**config.mk**
```make
export PLATFORM = sky130hd
export DESIGN_NAME = pmtp_top
export DESIGN_NICKNAME = d
export VERILOG_FILES = /design/src/logic/pmtp_pkg.sv /design/src/logic/pmtp_cache_latch.sv /design/src/logic/pmtp_top.sv
export VERILOG_INCLUDE_DIRS = /design/src /design/src/logic
export SDC_FILE = /design/constraint.sdc
export NUM_CORES = 1
export LEC_CHECK = 0
export BUFFER_PORTS_ARGS = -buffer_cell sky130_fd_sc_hd__buf_4
export CAP_MARGIN = 20
export CORE_UTILIZATION = 36
export CTS_CLUSTER_DIAMETER = 150
export DETAILED_ROUTE_END_ITERATION = 16
export HOLD_SLACK_MARGIN = 0.12
export PLACE_DENSITY = 0.67
export SLEW_MARGIN = 30
export SYNTH_ARGS = -nofsm -noshare
export SYNTH_HDL_FRONTEND = slang
export SYNTH_SLANG_ARGS = --single-unit
```
**constraint.sdc**
```tcl
create_clock -name ref_clk -period 1.57 [get_ports ref_clk]
set_input_delay 0.0785 -clock ref_clk [delete_from_list [all_inputs] [get_ports ref_clk]]
set_output_delay 0.0785 -clock ref_clk [all_outputs]
set_load 0.005 [all_outputs]
```
**src/logic/pmtp_params.svh**
```systemverilog
/*
 * Constants of the paged map translate and protect block: page word
 * layout, command codes, key codes and cycle counts.
 * Assumes inclusion by bare name from the package and the design modules.
 */
`ifndef PMTP_PARAMS_SVH
`define PMTP_PARAMS_SVH

// Page word layout
`define PMTP_LOCK_LSB 0
`define PMTP_LOCK_W 4
`define PMTP_EW_BIT 4
`define PMTP_RSVD_LSB 5
`define PMTP_RSVD_W 3
`define PMTP_PPA_LSB 8
`define PMTP_PPA_W 8
`define PMTP_PAGE_RESET 16'h0000

// Address split
`define PMTP_OFFS_W 12
`define PMTP_PHYS_W 20

// I/O command high byte
`define PMTP_CMD_WR_INSTR 8'h51
`define PMTP_CMD_WR_OPER 8'h52
`define PMTP_CMD_RD_INSTR 8'hd1
`define PMTP_CMD_RD_OPER 8'hd2

// Key and lock codes
`define PMTP_KEY_MASTER 4'h0
`define PMTP_LOCK_OPEN 4'hf

// Cycle counts at ref_clk, counted from the strobe seen high
`define PMTP_HIT_CYC 3'h3
`define PMTP_MISS_CYC 3'h4
`define PMTP_IO_WR_CYC 3'h2

`endif

```
**src/logic/pmtp_pkg.sv**
```systemverilog
/*
 * Types of the paged map translate and protect block.
 * Assumes pmtp_params.svh on the include path.
 */
`include "pmtp_params.svh"

package pmtp_pkg;

	// One page map entry as held in the map RAMs
	typedef struct packed {
		logic [`PMTP_PPA_W-1:0] phys_page_field;
		logic [`PMTP_RSVD_W-1:0] rsvd;
		logic ew_protect;
		logic [`PMTP_LOCK_W-1:0] lock_field;
	} pmtp_page_s;

	// Protection bits kept by a cache latch
	typedef struct packed {
		logic ew_protect;
		logic [`PMTP_LOCK_W-1:0] lock_field;
	} pmtp_prot_s;

	// Pins sampled from the processor bus and the map RAMs
	typedef struct packed {
		logic addr_strobe;
		logic data_strobe_n;
		logic rd_wr;
		logic mem_io;
		logic data_instr;
		logic bus_busy_n;
		logic [3:0] addr_state_bits;
		logic [3:0] key_in;
		logic [15:0] info;
		logic [15:0] map_word;
	} pmtp_pins_s;

	typedef enum logic [2:0] {
		ST_IDLE = 3'b000,
		ST_MEM_WAIT = 3'b001,
		ST_IO_ADDR = 3'b010,
		ST_IO_DATA = 3'b011,
		ST_END = 3'b100
	} pmtp_state_e;

endpackage : pmtp_pkg

```
**src/logic/pmtp_cache_latch.sv**
```systemverilog
/*
 * One per-space cache latch: tag of the last map lookup and its
 * protection bits, with a combinational hit compare.
 * Assumes load is a one-cycle pulse on the same clock.
 */
`include "pmtp_params.svh"

module pmtp_cache_latch #(
	parameter int TAG_W = 8
) (
	input wire logic ref_clk,
	input wire logic sys_rst,
	input wire logic load,
	input wire logic [TAG_W-1:0] tag_in,
	input wire pmtp_pkg::pmtp_prot_s prot_in,
	input wire logic [TAG_W-1:0] query,
	output logic hit,
	output pmtp_pkg::pmtp_prot_s prot_out
);

	logic valid;
	logic [TAG_W-1:0] tag;

	// Reset empties the latch so the first access looks up the map
	always_ff @(posedge ref_clk) begin
		if (sys_rst) begin
			valid <= 1'b0;
		end else if (load) begin
			valid <= 1'b1;
		end
	end

	// Tag and protection bits of the most recent lookup
	always_ff @(posedge ref_clk) begin
		if (sys_rst) begin
			tag <= '0;
			prot_out <= '0;
		end else if (load) begin
			tag <= tag_in;
			prot_out <= prot_in;
		end
	end

	// Hit only on an exact match of state bits and top address bits
	assign hit = valid && (tag == query);

endmodule : pmtp_cache_latch

```
**src/logic/pmtp_top.sv**
```systemverilog
/*
 * Paged map translate and protect block: address translation through
 * external map RAMs, key/lock and execute/write checks, per-space cache
 * latches, and page register I/O command handling.
 * Assumes a multiplexed processor bus and map RAMs whose data outputs
 * feed map_word; open-collector lines are resolved outside.
 */
// Functional notes
// - Physical page above twelve offset bits
// - Extended address stable from valid to end
// - Read back lock and execute/write bit
// - Two cache latches, instruction and data
// - Hit when state and page bits match
// - Drive map RAM and transceiver controls
// - Hold address ready low until valid
// - Pull protect fault low on violation
// - Address ready and fault lines are wired-OR
// - Page word: page, reserved, protect, lock
// - Reserved bits may extend the page
// - Decode page register write/read commands
// - 512 registers, 32 groups of 16
// - State bits plus space pick group
// - Execute and write protect checks
// - Key zero opens every lock
// - Keys one to fourteen: own or open
// - Key fifteen only on open lock
// - Reset held at least four cycles
// - Address latched when strobe falls
// - Data ready low only on map writes
// - State changes on rising clock edge
`include "pmtp_params.svh"

module pmtp_top #(
	parameter bit EXT_PAGE_EN = 1'b0,
	parameter logic [2:0] HIT_CYC = `PMTP_HIT_CYC,
	parameter logic [2:0] MISS_CYC = `PMTP_MISS_CYC,
	parameter logic [2:0] IO_WR_CYC = `PMTP_IO_WR_CYC
) (
	input wire logic ref_clk,
	input wire logic sys_rst,
	input wire logic addr_strobe,
	input wire logic data_strobe_n,
	input wire logic rd_wr,
	input wire logic mem_io,
	input wire logic data_instr,
	input wire logic bus_busy_n,
	input wire logic [3:0] addr_state_bits,
	input wire logic [3:0] key_in,
	input wire logic [15:0] info_bus,
	input wire logic [15:0] map_word,
	output logic [3:0] page_addr,
	output logic [3:0] data_addr,
	output logic [3:0] instr_addr,
	output logic data_we_n,
	output logic instr_we_n,
	output logic data_oe_n,
	output logic instr_oe_n,
	output logic buf_oe_n,
	output logic addr_valid_out,
	output logic [22:0] phys_addr,
	output logic addr_phase_ready_o,
	output logic addr_phase_ready_oe,
	output logic protect_fault_n_o,
	output logic protect_fault_n_oe,
	output logic data_phase_ready_o,
	output logic data_phase_ready_oe
);

	// Idle levels of the sampled pins, so leaving reset makes no false strobe or busy edge
	localparam pmtp_pkg::pmtp_pins_s PINS_IDLE = '{data_strobe_n: 1'b1, bus_busy_n: 1'b1, default: '0};

	// Key/lock acceptance, shared by the hit and the miss path
	function automatic logic key_ok(input logic [3:0] key, input logic [3:0] lock);
		key_ok = (key == `PMTP_KEY_MASTER)
			|| (lock == `PMTP_LOCK_OPEN)
			|| (key == lock);
	endfunction : key_ok

	// Full violation test for one access
	function automatic logic violation(input logic [3:0] key, input pmtp_pkg::pmtp_prot_s prot,
			input logic is_data, input logic is_write);
		logic ew_hit;
		ew_hit = prot.ew_protect && (is_write || !is_data);
		violation = !key_ok(key, prot.lock_field) || ew_hit;
	endfunction : violation

	pmtp_pkg::pmtp_pins_s pins_raw;
	pmtp_pkg::pmtp_pins_s pins_meta;
	pmtp_pkg::pmtp_pins_s pins;
	pmtp_pkg::pmtp_state_e state;
	pmtp_pkg::pmtp_page_s page_word;
	pmtp_pkg::pmtp_prot_s new_prot;
	pmtp_pkg::pmtp_prot_s use_prot;
	pmtp_pkg::pmtp_prot_s cache_prot [2];
	logic [1:0] cache_hit;
	logic [1:0] cache_load;
	logic [7:0] query_tag;
	logic strobe_prev;
	logic dstrobe_prev;
	logic busy_prev;
	logic strobe_rise;
	logic dstrobe_rise;
	logic busy_rise;
	logic [15:0] addr_hold;
	logic [7:0] cyc_tag;
	logic cyc_mem;
	logic cyc_data;
	logic cyc_write;
	logic cyc_hit;
	logic [2:0] wait_cnt;
	logic fault;
	logic io_write;
	logic io_oper;
	logic mmu_cmd;
	logic [7:0] cmd_byte;

	assign pins_raw = '{addr_strobe: addr_strobe, data_strobe_n: data_strobe_n, rd_wr: rd_wr,
		mem_io: mem_io, data_instr: data_instr, bus_busy_n: bus_busy_n,
		addr_state_bits: addr_state_bits, key_in: key_in, info: info_bus, map_word: map_word};

	// Two-flop sampling of every pin; only the second stage is read
	always_ff @(posedge ref_clk) begin
		if (sys_rst) begin
			// Both stages are flushed well inside the four reset cycles
			pins_meta <= PINS_IDLE;
			pins <= PINS_IDLE;
		end else begin
			pins_meta <= pins_raw;
			pins <= pins_meta;
		end
	end

	// Edge history of the strobes and the busy line
	always_ff @(posedge ref_clk) begin
		if (sys_rst) begin
			strobe_prev <= 1'b0;
			dstrobe_prev <= 1'b1;
			busy_prev <= 1'b1;
		end else begin
			strobe_prev <= pins.addr_strobe;
			dstrobe_prev <= pins.data_strobe_n;
			busy_prev <= pins.bus_busy_n;
		end
	end

	assign strobe_rise = pins.addr_strobe && !strobe_prev;
	assign dstrobe_rise = pins.data_strobe_n && !dstrobe_prev;
	assign busy_rise = pins.bus_busy_n && !busy_prev;

	// Address follows the bus while the strobe is high, frozen by its fall
	always_ff @(posedge ref_clk) begin
		if (sys_rst) begin
			addr_hold <= '0;
		end else if (pins.addr_strobe) begin
			addr_hold <= pins.info;
		end
	end

	// Command decode on the sampled bus word
	assign cmd_byte = pins.info[15:8];
	assign mmu_cmd = (cmd_byte == `PMTP_CMD_WR_INSTR) || (cmd_byte == `PMTP_CMD_WR_OPER)
		|| (cmd_byte == `PMTP_CMD_RD_INSTR) || (cmd_byte == `PMTP_CMD_RD_OPER);

	// Group is state bits plus space; register is the top address nibble
	assign query_tag = {pins.addr_state_bits, pins.info[15:12]};
	assign page_word = pins.map_word;
	assign new_prot = '{ew_protect: page_word.ew_protect, lock_field: page_word.lock_field};
	assign use_prot = cyc_hit ? cache_prot[cyc_data] : new_prot;

	// One cache latch per space; a miss refills only its own space
	generate
		for (genvar sp = 0; sp < 2; sp++) begin : g_cache
			assign cache_load[sp] = (state == pmtp_pkg::ST_MEM_WAIT) && (wait_cnt == 3'h0)
				&& !cyc_hit && (cyc_data == 1'(sp));
			pmtp_cache_latch #(
				.TAG_W(8)
			) u_cache (
				.ref_clk(ref_clk),
				.sys_rst(sys_rst),
				.load(cache_load[sp]),
				.tag_in(cyc_tag),
				.prot_in(new_prot),
				.query(query_tag),
				.hit(cache_hit[sp]),
				.prot_out(cache_prot[sp])
			);
		end
	endgenerate

	// Cycle sequencer: lookup, I/O command, then wait for bus release
	always_ff @(posedge ref_clk) begin
		if (sys_rst) begin
			state <= pmtp_pkg::ST_IDLE;
			wait_cnt <= 3'h0;
		end else begin
			case (state)
				pmtp_pkg::ST_IDLE: begin
					if (strobe_rise && pins.mem_io) begin
						state <= pmtp_pkg::ST_MEM_WAIT;
						wait_cnt <= cache_hit[pins.data_instr] ? HIT_CYC : MISS_CYC;
					end else if (strobe_rise && mmu_cmd) begin
						state <= pmtp_pkg::ST_IO_ADDR;
					end else if (strobe_rise) begin
						state <= pmtp_pkg::ST_END;
					end
				end
				pmtp_pkg::ST_MEM_WAIT: begin
					if (wait_cnt == 3'h0) begin
						state <= pmtp_pkg::ST_END;
					end else begin
						wait_cnt <= wait_cnt - 3'h1;
					end
				end
				pmtp_pkg::ST_IO_ADDR: begin
					state <= pmtp_pkg::ST_IO_DATA;
					wait_cnt <= IO_WR_CYC;
				end
				pmtp_pkg::ST_IO_DATA: begin
					if (dstrobe_rise) begin
						state <= pmtp_pkg::ST_END;
					end else if (!pins.data_strobe_n && wait_cnt != 3'h0) begin
						wait_cnt <= wait_cnt - 3'h1;
					end
				end
				pmtp_pkg::ST_END: begin
					if (busy_rise) begin
						state <= pmtp_pkg::ST_IDLE;
					end
				end
				default: begin
					state <= pmtp_pkg::ST_IDLE;
				end
			endcase
		end
	end

	// Attributes of the cycle taken at the strobe
	always_ff @(posedge ref_clk) begin
		if (sys_rst) begin
			cyc_tag <= '0;
			cyc_mem <= 1'b0;
			cyc_data <= 1'b0;
			cyc_write <= 1'b0;
			cyc_hit <= 1'b0;
			io_write <= 1'b0;
			io_oper <= 1'b0;
		end else if (state == pmtp_pkg::ST_IDLE && strobe_rise) begin
			cyc_tag <= query_tag;
			cyc_mem <= pins.mem_io;
			cyc_data <= pins.data_instr;
			cyc_write <= !pins.rd_wr;
			cyc_hit <= cache_hit[pins.data_instr];
			io_write <= !cmd_byte[7];
			io_oper <= cmd_byte[1];
		end else if (state == pmtp_pkg::ST_END && busy_rise) begin
			cyc_mem <= 1'b0;
		end
	end

	// Map RAM addresses: lookup uses state and page, commands use X and Y
	always_ff @(posedge ref_clk) begin
		if (sys_rst) begin
			page_addr <= 4'h0;
			data_addr <= 4'h0;
			instr_addr <= 4'h0;
		end else if (state == pmtp_pkg::ST_IDLE && strobe_rise && pins.mem_io) begin
			page_addr <= pins.addr_state_bits;
			data_addr <= pins.info[15:12];
			instr_addr <= pins.info[15:12];
		end else if (state == pmtp_pkg::ST_IDLE && strobe_rise && mmu_cmd) begin
			page_addr <= pins.info[7:4];
			data_addr <= pins.info[3:0];
			instr_addr <= pins.info[3:0];
		end
	end

	// Physical address and fault, held until the bus cycle ends
	always_ff @(posedge ref_clk) begin
		if (sys_rst) begin
			addr_valid_out <= 1'b0;
			phys_addr <= '0;
			fault <= 1'b0;
		end else if (state == pmtp_pkg::ST_MEM_WAIT && wait_cnt == 3'h0) begin
			addr_valid_out <= 1'b1;
			phys_addr[19:0] <= {page_word.phys_page_field, addr_hold[`PMTP_OFFS_W-1:0]};
			phys_addr[22:20] <= EXT_PAGE_EN ? page_word.rsvd : 3'h0;
			fault <= violation(pins.key_in, use_prot, cyc_data, cyc_write);
		end else if (state == pmtp_pkg::ST_END && busy_rise) begin
			addr_valid_out <= 1'b0;
			fault <= 1'b0;
		end
	end

	// Ready held low from idle until translation is done; line is shared
	assign addr_phase_ready_o = 1'b0;
	assign addr_phase_ready_oe = (state == pmtp_pkg::ST_IDLE) || (state == pmtp_pkg::ST_MEM_WAIT)
		|| (state == pmtp_pkg::ST_IO_ADDR);
	assign protect_fault_n_o = 1'b0;
	assign protect_fault_n_oe = fault;

	// Data ready driven only for map commands, low only while writing
	assign data_phase_ready_oe = (state == pmtp_pkg::ST_IO_ADDR) || (state == pmtp_pkg::ST_IO_DATA);
	assign data_phase_ready_o = !io_write || (wait_cnt == 3'h0) || (state == pmtp_pkg::ST_IO_ADDR);

	// Map RAM and transceiver strobes; the transceiver takes its direction from the bus
	always_comb begin
		logic io_phase;
		logic io_strobe;
		io_phase = (state == pmtp_pkg::ST_IO_DATA);
		io_strobe = io_phase && !pins.data_strobe_n;
		buf_oe_n = !((state == pmtp_pkg::ST_IO_ADDR) || io_phase);
		data_we_n = !(io_strobe && io_write && io_oper);
		instr_we_n = !(io_strobe && io_write && !io_oper);
		data_oe_n = !((cyc_mem && cyc_data) || (io_strobe && !io_write && io_oper));
		instr_oe_n = !((cyc_mem && !cyc_data) || (io_strobe && !io_write && !io_oper));
	end

endmodule : pmtp_top

```
==> impl_metrics.toml <==
[run_status]
outcome = "finished, violations left"
failing_checks = "setup timing"

[worst_setup_path]
r2r_cells = 9
slowest_stage = "dfxtp_2"
critical_path.cell_chain = "inv_2, ha_4, nor3b_4, buf_4, buf_6, a31oi_4, a211oi_2, o21ai_0, a21oi_1"
cp-start-kind = "flip-flop"
critical_path_class = "flip-flop to flip-flop"
cp.arrival_ps = 2010
crit_path_max_incr_delay_ps = 320
required_worst_endpoint_ps = 1930
crit_path_max_fanout = 2
worst-r2r-setup-slack_ps = -80
worstSetupEndpointType = "flip-flop"

[power]
vdd_ir_drop_max_mv = 0.775
sequentialPowerShare_pct = 50.0
net-switching-power_mw = 2.32
power.clock.fraction_pct = 43.8
internal_power_mw = 7.14
pwr_density_cell_nw_per_um2 = 1060
power_leakage_nw = 3.56
power.switching_fraction_pct = 24.5
power_frac_comb_pct = 6.2

[floorplanning]
die_area_sq_um = 18200
initial_utilization_pct = 36.8
ios = 95
design.core.area_sq_um = 17300
rows = 48
die_width_um = 135
dieHeight_um = 135

[global_routing]
grt_max_degree = 55
grt_overflow = 0
grt_use_total_pct = 16.7
number_of_antenna_violations_at_the_first_check_in_global_routing = 0
first_global_vias = 4753
grt_first_pass_wirelength_mm = 23.3

[clock_network]
cts_buffer_depth = 2
clock_tree.root_cell = "clkbuf_16"
ctsHtreeMaxLevel = 4
clock_tree_from_tritoncts = "built"
cts_inserted_buffers = 17
clock_sinks = 179
clk-insertion-delay-late_ps = 430
cts.reportedPaths.clkPinSlew_ps = 70

[sta]
final_skew_ps = 8.47
setup_viol_count_final = 34
final.period_utilization_pct = 105
totalNegativeSetupSlack_ps = -1040
slew_violations = 0
tightestPinTransition_ps = 534
final-hold-violation-count = 0
max_clock_freq_mhz = 605
relative_slew_margins_pct = 64.4
grt_setup_unrepaired = "yes"
post-route-worst-setup-slack_ps = -83.2
post-route-min-period_ps = 1650
hold-worst-slack_ps = 373

[drt]
totalWireLength_mm = 14.4
postRouteAntennaNets = 0
initialDrtViolationCount = 205
via_count = 4853
drt_first_pass_iters = 4
routed_via_density = 4.54
route.detailed.drc = 0
routed_wire_length_per_instance_um = 13.4

[worst_hold_path]
min_delay_path_depth = 3
timing.hold.worst.class = "primary input to flip-flop"

[finish]
layout-drive-gt1-share_pct = 27.8
layout.core_utilization_pct = 51.7
areaGrowthSynthToFinish_pct = 40.7
number_of_antenna_cells_inserted = 0
nets = 882
fillers = 1549

[synthesis]
yosys.cell_types.count = 49
ys_async_sr_fraction_pct = 0
ys_ff_latch = 179
syn_inst = 653
mappedNetlistArea_sq_um = 6360
synthMostInstantiatedCell = "dfxtp_1"
synthFlopType = "dfxtp_1"
number_of_synthesized_flops_with_an_enable_pin = 0
synth-seq-area-share_pct = 56.4
synthDominantCellAreaShare_pct = 56.4
post_synth_main_area_contributors = "dfxtp_1 56%, nor2b_1 8.6%, mux2i_1 5.8%"
yosysWarningCount = 0
syn_area_per_cell_sq_um = 9.74
netlist.top_cell.by_area = "dfxtp_1"
synth_common_cells = "179 x dfxtp_1, 92 x nand2_1, 87 x nor2b_1"

[place]
io_buffer_count = 86
place.detailed.hpwl_mm = 9.29
gp_routability_congestion = 0.784

[run]
maxCapViolations = 0
==> power by group through the flow <==
stage | clock network [mW] | logic, mW | registers (mW)
after floorplan | 0 | 0.272 | 4.81
after global placement | 0 | 0.453 | 4.83
after detailed placement | 0 | 0.454 | 4.83
after CTS | 4.23 | 0.559 | 4.73
after global routing | 4.44 | 0.636 | 4.74
final | 4.14 | 0.582 | 4.73
==> cells by family (layout without fill, tap and decap cells) <==
| group | count (synthesis) | after routing | synth area share (%) |
|---|---|---|---|
| AO/OA/AOI/OAI | 82 | 82 | 7.81 |
| buffers and inverters | 56 | 244 | 4.31 |
| adder cells (fa/ha/maj) | 2 | 2 | 0.394 |
| AND/OR/NAND/NOR | 270 | 270 | 21.5 |
| multiplexers | 41 | 41 | 6.53 |
| other | 1 | 5 | 0.0590 |
| flip-flops | 179 | 179 | 56.4 |
| XOR/XNOR | 22 | 22 | 3.03 |
==> worst paths after layout <==
path / from / to
max: wait_cnt[0]$_SDFFE_PP0P_ / state[1]$_SDFFE_PP0P_
min: bus_busy_n / pins_meta[40]$_SDFF_PP1_
max reg2reg: wait_cnt[0]$_SDFFE_PP0P_ / state[1]$_SDFFE_PP0P_
min reg2reg: pins_meta[44]$_SDFF_PP1_ / pins[44]$_SDFF_PP1_
==> layer usage <==
layer  vias to the layer above  track usage [%]  share of wire [%]
met2                       116             27.1                 47
met4                         0             6.87                2.0
li1                       2491                -                  -
met3                        25             4.28                5.0
met5                         -                0                  0
met1                      2221             20.9                 46
==> registers in the layout, indices dropped and copies added (netlist names), 2 cells and up <==
| signal | count |
|---|---|
| phys_addr | 20 |
| cyc_tag | 8 |
| page_word | 13 |
| wait_cnt | 3 |
| g_cache.u_cache.tag | 16 |
| page_addr | 4 |
| pins | 22 |
| addr_hold | 12 |
| g_cache.u_cache.prot_out | 10 |
| pins_meta | 43 |
| g_cache.u_cache.valid | 2 |
| instr_addr | 4 |
| state | 3 |
| cmd_byte | 8 |
==> metrics by stage <==
step,area [sq um],power [mW],instances,worst slack [ps]
floorplan,6400,5.08,657,-86.3
global placement,7550,5.28,978,-42.5
detailed placement,7550,5.29,978,-78.6
CTS,8760,9.51,1065,-92.6
global route,8950,9.82,1070,-162
finish,8950,9.45,1070,-83.2
==> final cells by class <==
class	instances	area [sq um]	area share (%)
Clock buffer	17	425	4.76
Clock inverter	15	160	1.79
Inverter	8	30.0	0.336
Multi-Input combinational cell	422	2680	30.0
Sequential cell	179	3600	40.3
Tap cell	225	282	3.15
Timing Repair Buffer	204	1760	19.7
==> worst max-delay path: cells and delay by family, from the launching register on <==
family	cells	cell delay (ps)
adder cells (fa/ha/maj)	1	130
AND/OR/NAND/NOR	1	230
buffers and inverters	3	310
AO/OA/AOI/OAI	4	580
flip-flops	1	320
==> cell usage in the layout (no fill, tap or decap), types with 6 or more instances in the layout <==
cell / netlist / final
a211oi_1: 10 / 9
a21oi_1: 52 / 51
buf_6: 1 / 14
nor2_1: 45 / 43
nand3_1: 8 / 7
dlygate4sd3_1: 0 / 52
nor2b_1: 87 / 85
xnor2_1: 21 / 21
nand2_1: 92 / 89
clkbuf_16: 0 / 17
buf_4: 12 / 134
nor3_1: 9 / 6
mux2i_1: 37 / 35
dfxtp_1: 179 / 170
==> timing repair <==
| item | in CTS | in global routing |
|---|---|---|
| pin swaps | 5 | 13 |
| endpoints found under the hold margin | 61 | 3 |
| gates resized for setup | 26 | 38 |
| setup buffers | 4 | 5 |
| hold buffers | 51 | 1 |
| setup endpoints to repair | 46 | 58 |
(Power assumes the default switching activity.)
